===== src/pkg/prs_pkg.sv =====
/*
  Constants, types and register map of the program run sequencer.
  Assumes an APB master with 32-bit data and a one-second tick input.
*/
`default_nettype none
package prs_pkg;
  // ----------------------------------------------------------------
  // register offsets
  // ----------------------------------------------------------------
  localparam logic [7:0] OFS_CONFIG = 8'h00;
  localparam logic [7:0] OFS_EVENT = 8'h04;
  localparam logic [7:0] OFS_PROGRAM = 8'h08;
  localparam logic [7:0] OFS_LOOP = 8'h0C;
  localparam logic [7:0] OFS_STATUS = 8'h10;
  localparam logic [7:0] OFS_COUNTS = 8'h14;
  localparam logic [7:0] OFS_CMD = 8'h18;
  // ----------------------------------------------------------------
  // config field positions
  // ----------------------------------------------------------------
  localparam int CFG_END_CONT = 0;
  localparam int CFG_TIME_MS = 1;
  localparam int CFG_RAMP_MODE = 2;
  localparam int CFG_RATE_HOUR = 3;
  localparam int CFG_START_MEAS = 4;
  localparam int CFG_RUN_ALL = 5;
  localparam int CFG_LOOP_ASSIGN = 6;
  localparam int CFG_IDLE_LSB = 8;
  localparam int CFG_SEC_LSB = 16;
  localparam logic [31:0] CFG_RESET = 32'h0000_0000;
  // ----------------------------------------------------------------
  // limits and defaults
  // ----------------------------------------------------------------
  localparam logic [6:0] IDLE_MAX = 7'd99;
  localparam logic [13:0] LOOP_WIDTH_MAX = 14'd9999;
  localparam logic [13:0] LOOP_WIDTH_RESET = 14'd2;
  localparam logic [3:0] STEP_COUNT_RESET = 4'hF;
  localparam logic [3:0] STEP_LAST = 4'hF;
  localparam int CLK_HZ = 200_000_000;
  localparam logic [1:0] SEC_OPEN = 2'd1;
  typedef enum logic [2:0]
  {
    EV_OFF = 3'b000,
    EV_RUN_RESET = 3'b001,
    EV_AUTO_MANUAL = 3'b010,
    EV_HOLD = 3'b011,
    EV_ADVANCE = 3'b100,
    EV_SEL0 = 3'b101,
    EV_SEL1 = 3'b110
  } prs_event_t;
  typedef enum logic [1:0]
  {
    ST_RESET = 2'b00,
    ST_RUN = 2'b01,
    ST_END_HOLD = 2'b10
  } prs_state_t;
endpackage : prs_pkg
`default_nettype wire


===== src/hdl/prs_sequencer.sv =====
/*
  Program run sequencer with two event inputs and APB registers.
  Assumes event inputs, keys and tick are synchronous to ref_clk and
  that the step engine reports a profile setpoint per position.
*/
// Our own choices: the APB register port and the placing of the registers.
`timescale 1ns/1ps
`default_nettype none
module prs_sequencer
  import prs_pkg::*;
#(
  parameter int STEPS = 16
)
(
  input wire logic ref_clk, // 200 MHz clock
  input wire logic rst, // synchronous reset, active high
  input wire logic psel, // apb select
  input wire logic penable, // apb enable
  input wire logic pwrite, // apb write
  input wire logic [7:0] paddr, // apb byte address
  input wire logic [31:0] pwdata, // apb write data
  output logic [31:0] prdata, // apb read data
  output logic pready, // apb ready
  output logic pslverr, // apb error
  input wire logic [1:0] event_in, // external event contacts
  input wire logic key_press, // any front-panel key pulse
  input wire logic in_menu, // menu screen shown
  input wire logic [1:0] op_level, // operating level
  input wire logic sec_tick, // one-second tick pulse
  input wire logic step_done_end, // engine finished final step
  input wire logic step_done, // engine finished current step
  input wire logic [15:0] process_measurement, // measured value
  input wire logic [15:0] profile_setpoint, // setpoint at probe_pos
  input wire logic [13:0] mv_change, // manipulated change, 0.1 %FS
  input wire logic mv_sample, // mv_change valid pulse
  output logic [3:0] probe_pos, // position probed for setpoint
  output logic run_active, // program running
  output logic hold_active, // program held
  output logic manual_mode, // manual operation
  output logic [3:0] step_now, // current step
  output logic [1:0] pattern_now, // current pattern
  output logic use_final_sp, // regulate at final step setpoint
  output logic view_return, // request measurement view
  output logic loop_break_flag, // loop break detected
  output logic option_access // option/expansion sets reachable
);
  // ----------------------------------------------------------------
  // registers
  // ----------------------------------------------------------------
  logic [31:0] config_reg;
  logic [2:0] ev_assign [2];
  logic [3:0] step_count;
  logic [7:0] exec_counts;
  logic [13:0] loop_width;
  prs_state_t state;
  logic [6:0] idle_cnt;
  logic [1:0] ev_s1, ev_s2, ev_prev;
  logic [1:0] ev_rise, ev_fall;
  logic sw_run, sw_reset;
  logic start_req, reset_req, adv_req;
  logic [1:0] sel_pat;
  logic scanning;
  logic [1:0] next_pattern;
  logic any_left;
  logic [1:0] first_pattern;
  logic apb_wr, apb_rd, addr_ok;
  assign apb_wr = psel && penable && pwrite;
  assign apb_rd = psel && !penable && !pwrite;
  assign addr_ok = (paddr == OFS_CONFIG) || (paddr == OFS_EVENT) ||
    (paddr == OFS_PROGRAM) || (paddr == OFS_LOOP) ||
    (paddr == OFS_STATUS) || (paddr == OFS_COUNTS) ||
    (paddr == OFS_CMD);
  // ----------------------------------------------------------------
  // apb slave: zero wait states, unmapped address errors
  // ----------------------------------------------------------------
  always_ff @(posedge ref_clk)
  begin
    if (rst)
    begin
      config_reg <= CFG_RESET;
      ev_assign[0] <= EV_RUN_RESET;
      ev_assign[1] <= EV_ADVANCE;
      step_count <= STEP_COUNT_RESET;
      exec_counts <= 8'hFF;
      loop_width <= LOOP_WIDTH_RESET;
    end
    else if (apb_wr)
    begin
      case (paddr)
        OFS_CONFIG:
        begin
          // time and ramp unit bits are only stored for the step engine
          config_reg <= pwdata;
          if (pwdata[CFG_IDLE_LSB +: 7] > IDLE_MAX)
            config_reg[CFG_IDLE_LSB +: 7] <= IDLE_MAX;
        end
        OFS_EVENT:
        begin
          ev_assign[0] <= (pwdata[2:0] > EV_SEL1) ? EV_OFF : pwdata[2:0];
          ev_assign[1] <= (pwdata[6:4] > EV_SEL1) ? EV_OFF : pwdata[6:4];
        end
        OFS_PROGRAM: step_count <= pwdata[3:0];
        OFS_COUNTS: exec_counts <= pwdata[7:0];
        OFS_LOOP: loop_width <= (pwdata[13:0] > LOOP_WIDTH_MAX) ?
          LOOP_WIDTH_MAX : pwdata[13:0];
        default: ;
      endcase
    end
  end
  always_ff @(posedge ref_clk)
  begin
    if (rst)
    begin
      sw_run <= 1'b0;
      sw_reset <= 1'b0;
    end
    else
    begin
      sw_run <= apb_wr && (paddr == OFS_CMD) && pwdata[0];
      sw_reset <= apb_wr && (paddr == OFS_CMD) && pwdata[1];
    end
  end
  always_ff @(posedge ref_clk)
  begin
    if (rst)
    begin
      prdata <= 32'h0000_0000;
      pready <= 1'b0;
      pslverr <= 1'b0;
    end
    else
    begin
      pready <= psel && !penable;
      pslverr <= psel && !penable && !addr_ok;
      if (apb_rd)
      begin
        case (paddr)
          OFS_CONFIG: prdata <= config_reg;
          OFS_EVENT: prdata <= {25'h0, ev_assign[1], 1'b0, ev_assign[0]};
          OFS_PROGRAM: prdata <= {28'h0, step_count};
          OFS_LOOP: prdata <= {18'h0, loop_width};
          OFS_COUNTS: prdata <= {24'h0, exec_counts};
          OFS_STATUS: prdata <= {20'h0, loop_break_flag, manual_mode,
            hold_active, run_active, pattern_now, state, step_now};
          default: prdata <= 32'h0000_0000;
        endcase
      end
    end
  end
  // ----------------------------------------------------------------
  // event inputs: two-stage sync and edge detect
  // ----------------------------------------------------------------
  always_ff @(posedge ref_clk)
  begin
    if (rst)
    begin
      ev_s1 <= 2'b00;
      ev_s2 <= 2'b00;
      ev_prev <= 2'b00;
    end
    else
    begin
      ev_s1 <= event_in;
      ev_s2 <= ev_s1;
      ev_prev <= ev_s2;
    end
  end
  assign ev_rise = ev_s2 & ~ev_prev;
  assign ev_fall = ~ev_s2 & ev_prev;
  always_comb
  begin
    reset_req = sw_reset;
    start_req = sw_run;
    adv_req = 1'b0;
    sel_pat = 2'b00;
    for (int i = 0; i < 2; i++)
    begin
      case (ev_assign[i])
        EV_RUN_RESET:
        begin
          if (ev_rise[i])
            reset_req = 1'b1;
          if (ev_fall[i])
            start_req = 1'b1;
        end
        EV_ADVANCE: if (ev_rise[i]) adv_req = 1'b1;
        EV_SEL0: sel_pat[0] = ev_s2[i];
        EV_SEL1: sel_pat[1] = ev_s2[i];
        default: ;
      endcase
    end
  end
  // level assignments follow the input directly
  always_ff @(posedge ref_clk)
  begin
    if (rst)
    begin
      manual_mode <= 1'b0;
      hold_active <= 1'b0;
    end
    else
    begin
      manual_mode <= (ev_assign[0] == EV_AUTO_MANUAL && ev_s2[0]) ||
        (ev_assign[1] == EV_AUTO_MANUAL && ev_s2[1]);
      hold_active <= (ev_assign[0] == EV_HOLD && ev_s2[0]) ||
        (ev_assign[1] == EV_HOLD && ev_s2[1]);
    end
  end
  // ----------------------------------------------------------------
  // run-all pattern chaining
  // ----------------------------------------------------------------
  always_comb
  begin
    next_pattern = pattern_now;
    any_left = 1'b0;
    // run-all opens on the lowest pattern with executions, or on pattern 0 when no pattern has any
    first_pattern = 2'b00;
    for (int j = 3; j >= 0; j--)
    begin
      if (exec_counts[2*j +: 2] != 2'b00)
        first_pattern = 2'(j);
    end
    for (int k = 3; k >= 1; k--)
    begin
      if (({30'h0, pattern_now} + 32'(k)) <= 32'd3 &&
        exec_counts[2*(pattern_now + 2'(k)) +: 2] != 2'b00)
      begin
        next_pattern = pattern_now + 2'(k);
        any_left = 1'b1;
      end
    end
  end
  // ----------------------------------------------------------------
  // program state: start scan, steps, end condition
  // ----------------------------------------------------------------
  always_ff @(posedge ref_clk)
  begin
    if (rst)
    begin
      state <= ST_RESET;
      step_now <= 4'h0;
      pattern_now <= 2'b00;
      probe_pos <= 4'h0;
      scanning <= 1'b0;
      run_active <= 1'b0;
    end
    else if (reset_req)
    begin
      state <= ST_RESET;
      run_active <= 1'b0;
      scanning <= 1'b0;
      step_now <= 4'h0;
    end
    else if (start_req && state != ST_RUN)
    begin
      pattern_now <= config_reg[CFG_RUN_ALL] ? first_pattern :
        sel_pat;
      probe_pos <= 4'h0;
      step_now <= 4'h0;
      scanning <= config_reg[CFG_START_MEAS] &&
        !config_reg[CFG_RAMP_MODE];
      state <= ST_RUN;
      run_active <= 1'b1;
    end
    else if (scanning)
    begin
      // one position probed per cycle against the start measurement
      if (profile_setpoint == process_measurement)
      begin
        step_now <= probe_pos;
        scanning <= 1'b0;
      end
      else if (probe_pos == step_count)
      begin
        step_now <= 4'h0;
        scanning <= 1'b0;
      end
      else
        probe_pos <= probe_pos + 4'h1;
    end
    else if (state == ST_RUN && !hold_active)
    begin
      if (step_done_end || (step_done && step_now == step_count))
      begin
        if (config_reg[CFG_RUN_ALL] && any_left)
        begin
          pattern_now <= next_pattern;
          step_now <= 4'h0;
        end
        else
        begin
          state <= config_reg[CFG_END_CONT] ? ST_END_HOLD : ST_RESET;
          run_active <= config_reg[CFG_END_CONT];
        end
      end
      else if (adv_req || step_done)
        step_now <= step_now + 4'h1;
    end
    else if (state == ST_END_HOLD)
      step_now <= step_count;
  end
  always_ff @(posedge ref_clk)
  begin
    if (rst)
      use_final_sp <= 1'b0;
    else
      use_final_sp <= (state == ST_END_HOLD);
  end
  // ----------------------------------------------------------------
  // idle return of display
  // ----------------------------------------------------------------
  always_ff @(posedge ref_clk)
  begin
    if (rst)
    begin
      idle_cnt <= 7'd0;
      view_return <= 1'b0;
    end
    else
    begin
      view_return <= 1'b0;
      if (key_press || in_menu || op_level == 2'd3)
        idle_cnt <= 7'd0;
      else if (config_reg[CFG_IDLE_LSB +: 7] == 7'd0)
        idle_cnt <= 7'd0;
      else if (sec_tick)
      begin
        if (idle_cnt + 7'd1 >= config_reg[CFG_IDLE_LSB +: 7])
        begin
          view_return <= 1'b1;
          idle_cnt <= 7'd0;
        end
        else
          idle_cnt <= idle_cnt + 7'd1;
      end
    end
  end
  // ----------------------------------------------------------------
  // loop break and security
  // ----------------------------------------------------------------
  always_ff @(posedge ref_clk)
  begin
    if (rst)
    begin
      loop_break_flag <= 1'b0;
      option_access <= 1'b1;
    end
    else
    begin
      if (!config_reg[CFG_LOOP_ASSIGN])
        loop_break_flag <= 1'b0;
      else if (mv_sample)
        loop_break_flag <= (mv_change < loop_width);
      option_access <= (config_reg[CFG_SEC_LSB +: 2] <= SEC_OPEN);
    end
  end
endmodule : prs_sequencer
`default_nettype wire


===== config.mk =====
export PLATFORM = sky130hd
export DESIGN_NAME = prs_sequencer
export DESIGN_NICKNAME = d
export VERILOG_FILES = /design/src/pkg/prs_pkg.sv /design/src/hdl/prs_sequencer.sv
export SDC_FILE = /design/constraint.sdc
export NUM_CORES = 1
export LEC_CHECK = 0
export BUFFER_PORTS_ARGS = -buffer_cell sky130_fd_sc_hd__buf_2
export CORE_MARGIN = 1.5
export CORE_UTILIZATION = 39
export DETAILED_ROUTE_END_ITERATION = 10
export PLACE_DENSITY_LB_ADDON = 0.25
export SLEW_MARGIN = 15
export SYNTH_ARGS = -nofsm -noshare
export SYNTH_HDL_FRONTEND = slang
export SYNTH_SLANG_ARGS = --single-unit

===== constraint.sdc =====
create_clock -name ref_clk -period 2.6 [get_ports ref_clk]
set_clock_uncertainty 0.15 [all_clocks]
set_input_delay 0.13 -clock ref_clk [delete_from_list [all_inputs] [get_ports ref_clk]]
set_output_delay 0.13 -clock ref_clk [all_outputs]
set_load 0.01 [all_outputs]

==> results_dict.tcl <==
set metrics [dict create \
    drive_gt1_share_pct 22.7 \
    route.detailed.drc 0 \
    routed_wl_mm 19.9 \
    drt_iter0_markers 537 \
    grt_pass1_wl_mm 31.5 \
    boundaryPins 152 \
    cts_buffers 17 \
    clkSinkCount 133 \
    drv_slew 0 \
    grt_overflow_total 0 \
    die_w_um 133 \
    layout_common_cells "buf_2 (150), dfxtp_1 (127), nand2_1 (117)" \
    arrival_ns 2.58 \
    synth_top_cell_by_area "dfxtp_1" \
    maxCapViolCount 0 \
    dp_slack_ns 0.164 \
    regArea_um2 2720 \
    first_global_vias 6114 \
    worstSetupStartpointType "flip-flop" \
    async_flop_share_pct 0 \
    required_ns 2.81 \
    gp_congestion 0.844 \
    post_drt_wl_per_cell_um 16.1 \
    crit_fanout 6 \
    p_leak_uw 0.00355 \
    fmax_mhz 423 \
    tritoncts "done" \
    worstPathCellList "nor4b_2 > nand3_1 > o21ai_0 > nor2b_1 > nor2_1 > or4_1 > a21oi_1" \
    grt_max_degree 52 \
    fp.coreArea_um2 16600 \
    hold_path_depth 4 \
    path_clk_slew_ns 0.06 \
    syn_to_final_growth_pct 32.3 \
    multi_input_area_um2 3610 \
    drt-pass1-iter-count 5 \
    synth_seq_cells 133 \
    setup_slack_ns 0.235 \
    max_stage_delay_ns 0.51 \
    ir_drop_v 0.000447 \
    route.vias.total 6575 \
    start_util_pct 40.0 \
    fin_crit_sh_pct 91.0 \
    portBuffers 151 \
    slowest_stage "or4_1" \
    relSlewSlack_pct 54.7 \
    antenna_found_initial 0 \
    cp-end-kind "flip-flop" \
    synthCells 804 \
    layout_commonest_cell "buf_2" \
    synth_nets 930 \
    min_path_type "in -> reg" \
    clk_path_buf_depth 2 \
    htree_levels 4 \
    layout.cells.non_filler 1238 \
    clockRootBuffer "clkbuf_16" \
    status "finished, final reports clean" \
    fill_cells 1571 \
    min_period_ns 2.36 \
    die_y_um 133 \
    synth_edf_count 6 \
    synth.distinct_cells 70 \
    detailed_place_hpwl_mm 14.4 \
    final-hold-violation-count 0 \
    path_class "reg -> reg" \
    final_net_count 1133 \
    worst_pin_slew_ns 0.679 \
    finalSetupViolCount 0 \
    synth_top_cell_area_share_pct 38.3 \
    core.rowCount 47 \
    grtUsageTotal_pct 22.6 \
    power_density_nw_per_um2 562 \
    dp.cells 1165 \
    rrSetupSlack_ns 0.24 \
    synthTopCellsByArea "dfxtp_1 (38%), nand2_1 (6.6%), a21oi_1 (6.6%), nor2_1 (5.0%), ha_1 (4.7%)" \
    dieArea_um2 17800 \
    synthFlopType "dfxtp_1" \
    rsz0062_at_grt "no" \
    diodes 0 \
    clkLatencyLatePin_ns 0.42 \
    ys_warn_count 0 \
    tns_ns 0 \
    worst-r2r-cell-count 7 \
    postSynthAreaPerCell_um2 8.26 \
    seq_area_frac_synth_pct 41.0 \
    viasPerCell 5.31 \
    ant_nets 0 \
    syn_area_um2 6640 \
]
[worst max-delay path: cells and delay by family (launching register included)]
family	cells	cell delay (ns)
AO/OA/AOI/OAI	2	0.44
AND/OR/NAND/NOR	5	1.28
flip-flops	1	0.44
[per-layer routing]
layer	GRT usage, %	share of wire (%)
met4	8.57	2.4
met5	0	0
met1	30.4	46
met2	36.3	46
met3	4.11	5.8
[power breakdown]
group / leakage (uW) / switching (uW) / internal (uW) / total [uW]
clock network: 0.000300 / 897 / 1600 / 2490
logic: 0.00216 / 185 / 174 / 360
registers: 0.00108 / 11.8 / 2070 / 2080
[Yosys cell counts (3+ instances only)]
cell,number
dfxtp_1,127
nand2_1,117
nor2_1,88
a21oi_1,87
nand3_1,41
inv_1,33
clkbuf_1,28
xnor2_1,26
ha_1,25
nor2b_1,17
mux2i_1,14
o21ai_0,14
nor3_1,12
a22oi_1,11
buf_2,11
xor2_1,11
nand2b_1,10
nand4_1,9
a211oi_1,8
a31oi_1,7
and3_1,7
a221o_1,6
edfxtp_1,6
nor4_1,6
or3_1,6
nor3b_1,5
a21o_1,4
a221oi_1,4
a222oi_1,4
mux4_2,4
o211ai_1,3
or2_2,3
[path summary, 6_finish.rpt]
path | end | start
max | pattern_now[1] | state[0]
min | loop_break_flag | mv_change[10]
max reg2reg | pattern_now[1] | state[0]
min reg2reg | option_access | config_reg[17]
[final cells by class]
class,instances,area share (%)
Clock buffer,21,5.48
Clock inverter,9,1.41
Inverter,33,1.41
Multi-Input combinational cell,595,41.1
Sequential cell,133,31.0
Tap cell,220,3.13
Timing Repair Buffer,227,16.5
[stage by stage]
| stage | hold slack, ns | total power (uW) | util (%) | area, um2 |
|---|---|---|---|---|
| 6_report | 0.0553 | 4930 | 53.0 | 8780 |
| 4_1_cts | 0.0510 | 4950 | 53.0 | 8780 |
| 2_1_floorplan | 0.0979 | 2270 | - | 6640 |
| 5_1_grt | 0.0769 | 5090 | 53.0 | 8780 |
| 3_3_place_gp | 0.195 | 2430 | 46.7 | 7750 |
| 3_5_place_dp | 0.197 | 2430 | 46.7 | 7750 |
[what timing repair did]
action | in CTS | in global routing
hold endpoints to repair | 79 | 0
hold buffers | 43 | 0
gates resized for setup | 0 | 0
buffers inserted | 0 | 0
[cells by family after synthesis]
family                     Yosys count  share of synthesized area, %
and+or+nand+nor                    339                          24.3
AOI/OAI and AO/OA                  174                          16.6
DFF                                133                          41.0
buffers and inverters               76                          4.67
xor gates and xnor gates            37                          4.88
adders and majority gates           25                          4.71
muxes                               20                          3.81
Power figures use the tool's default switching activity.
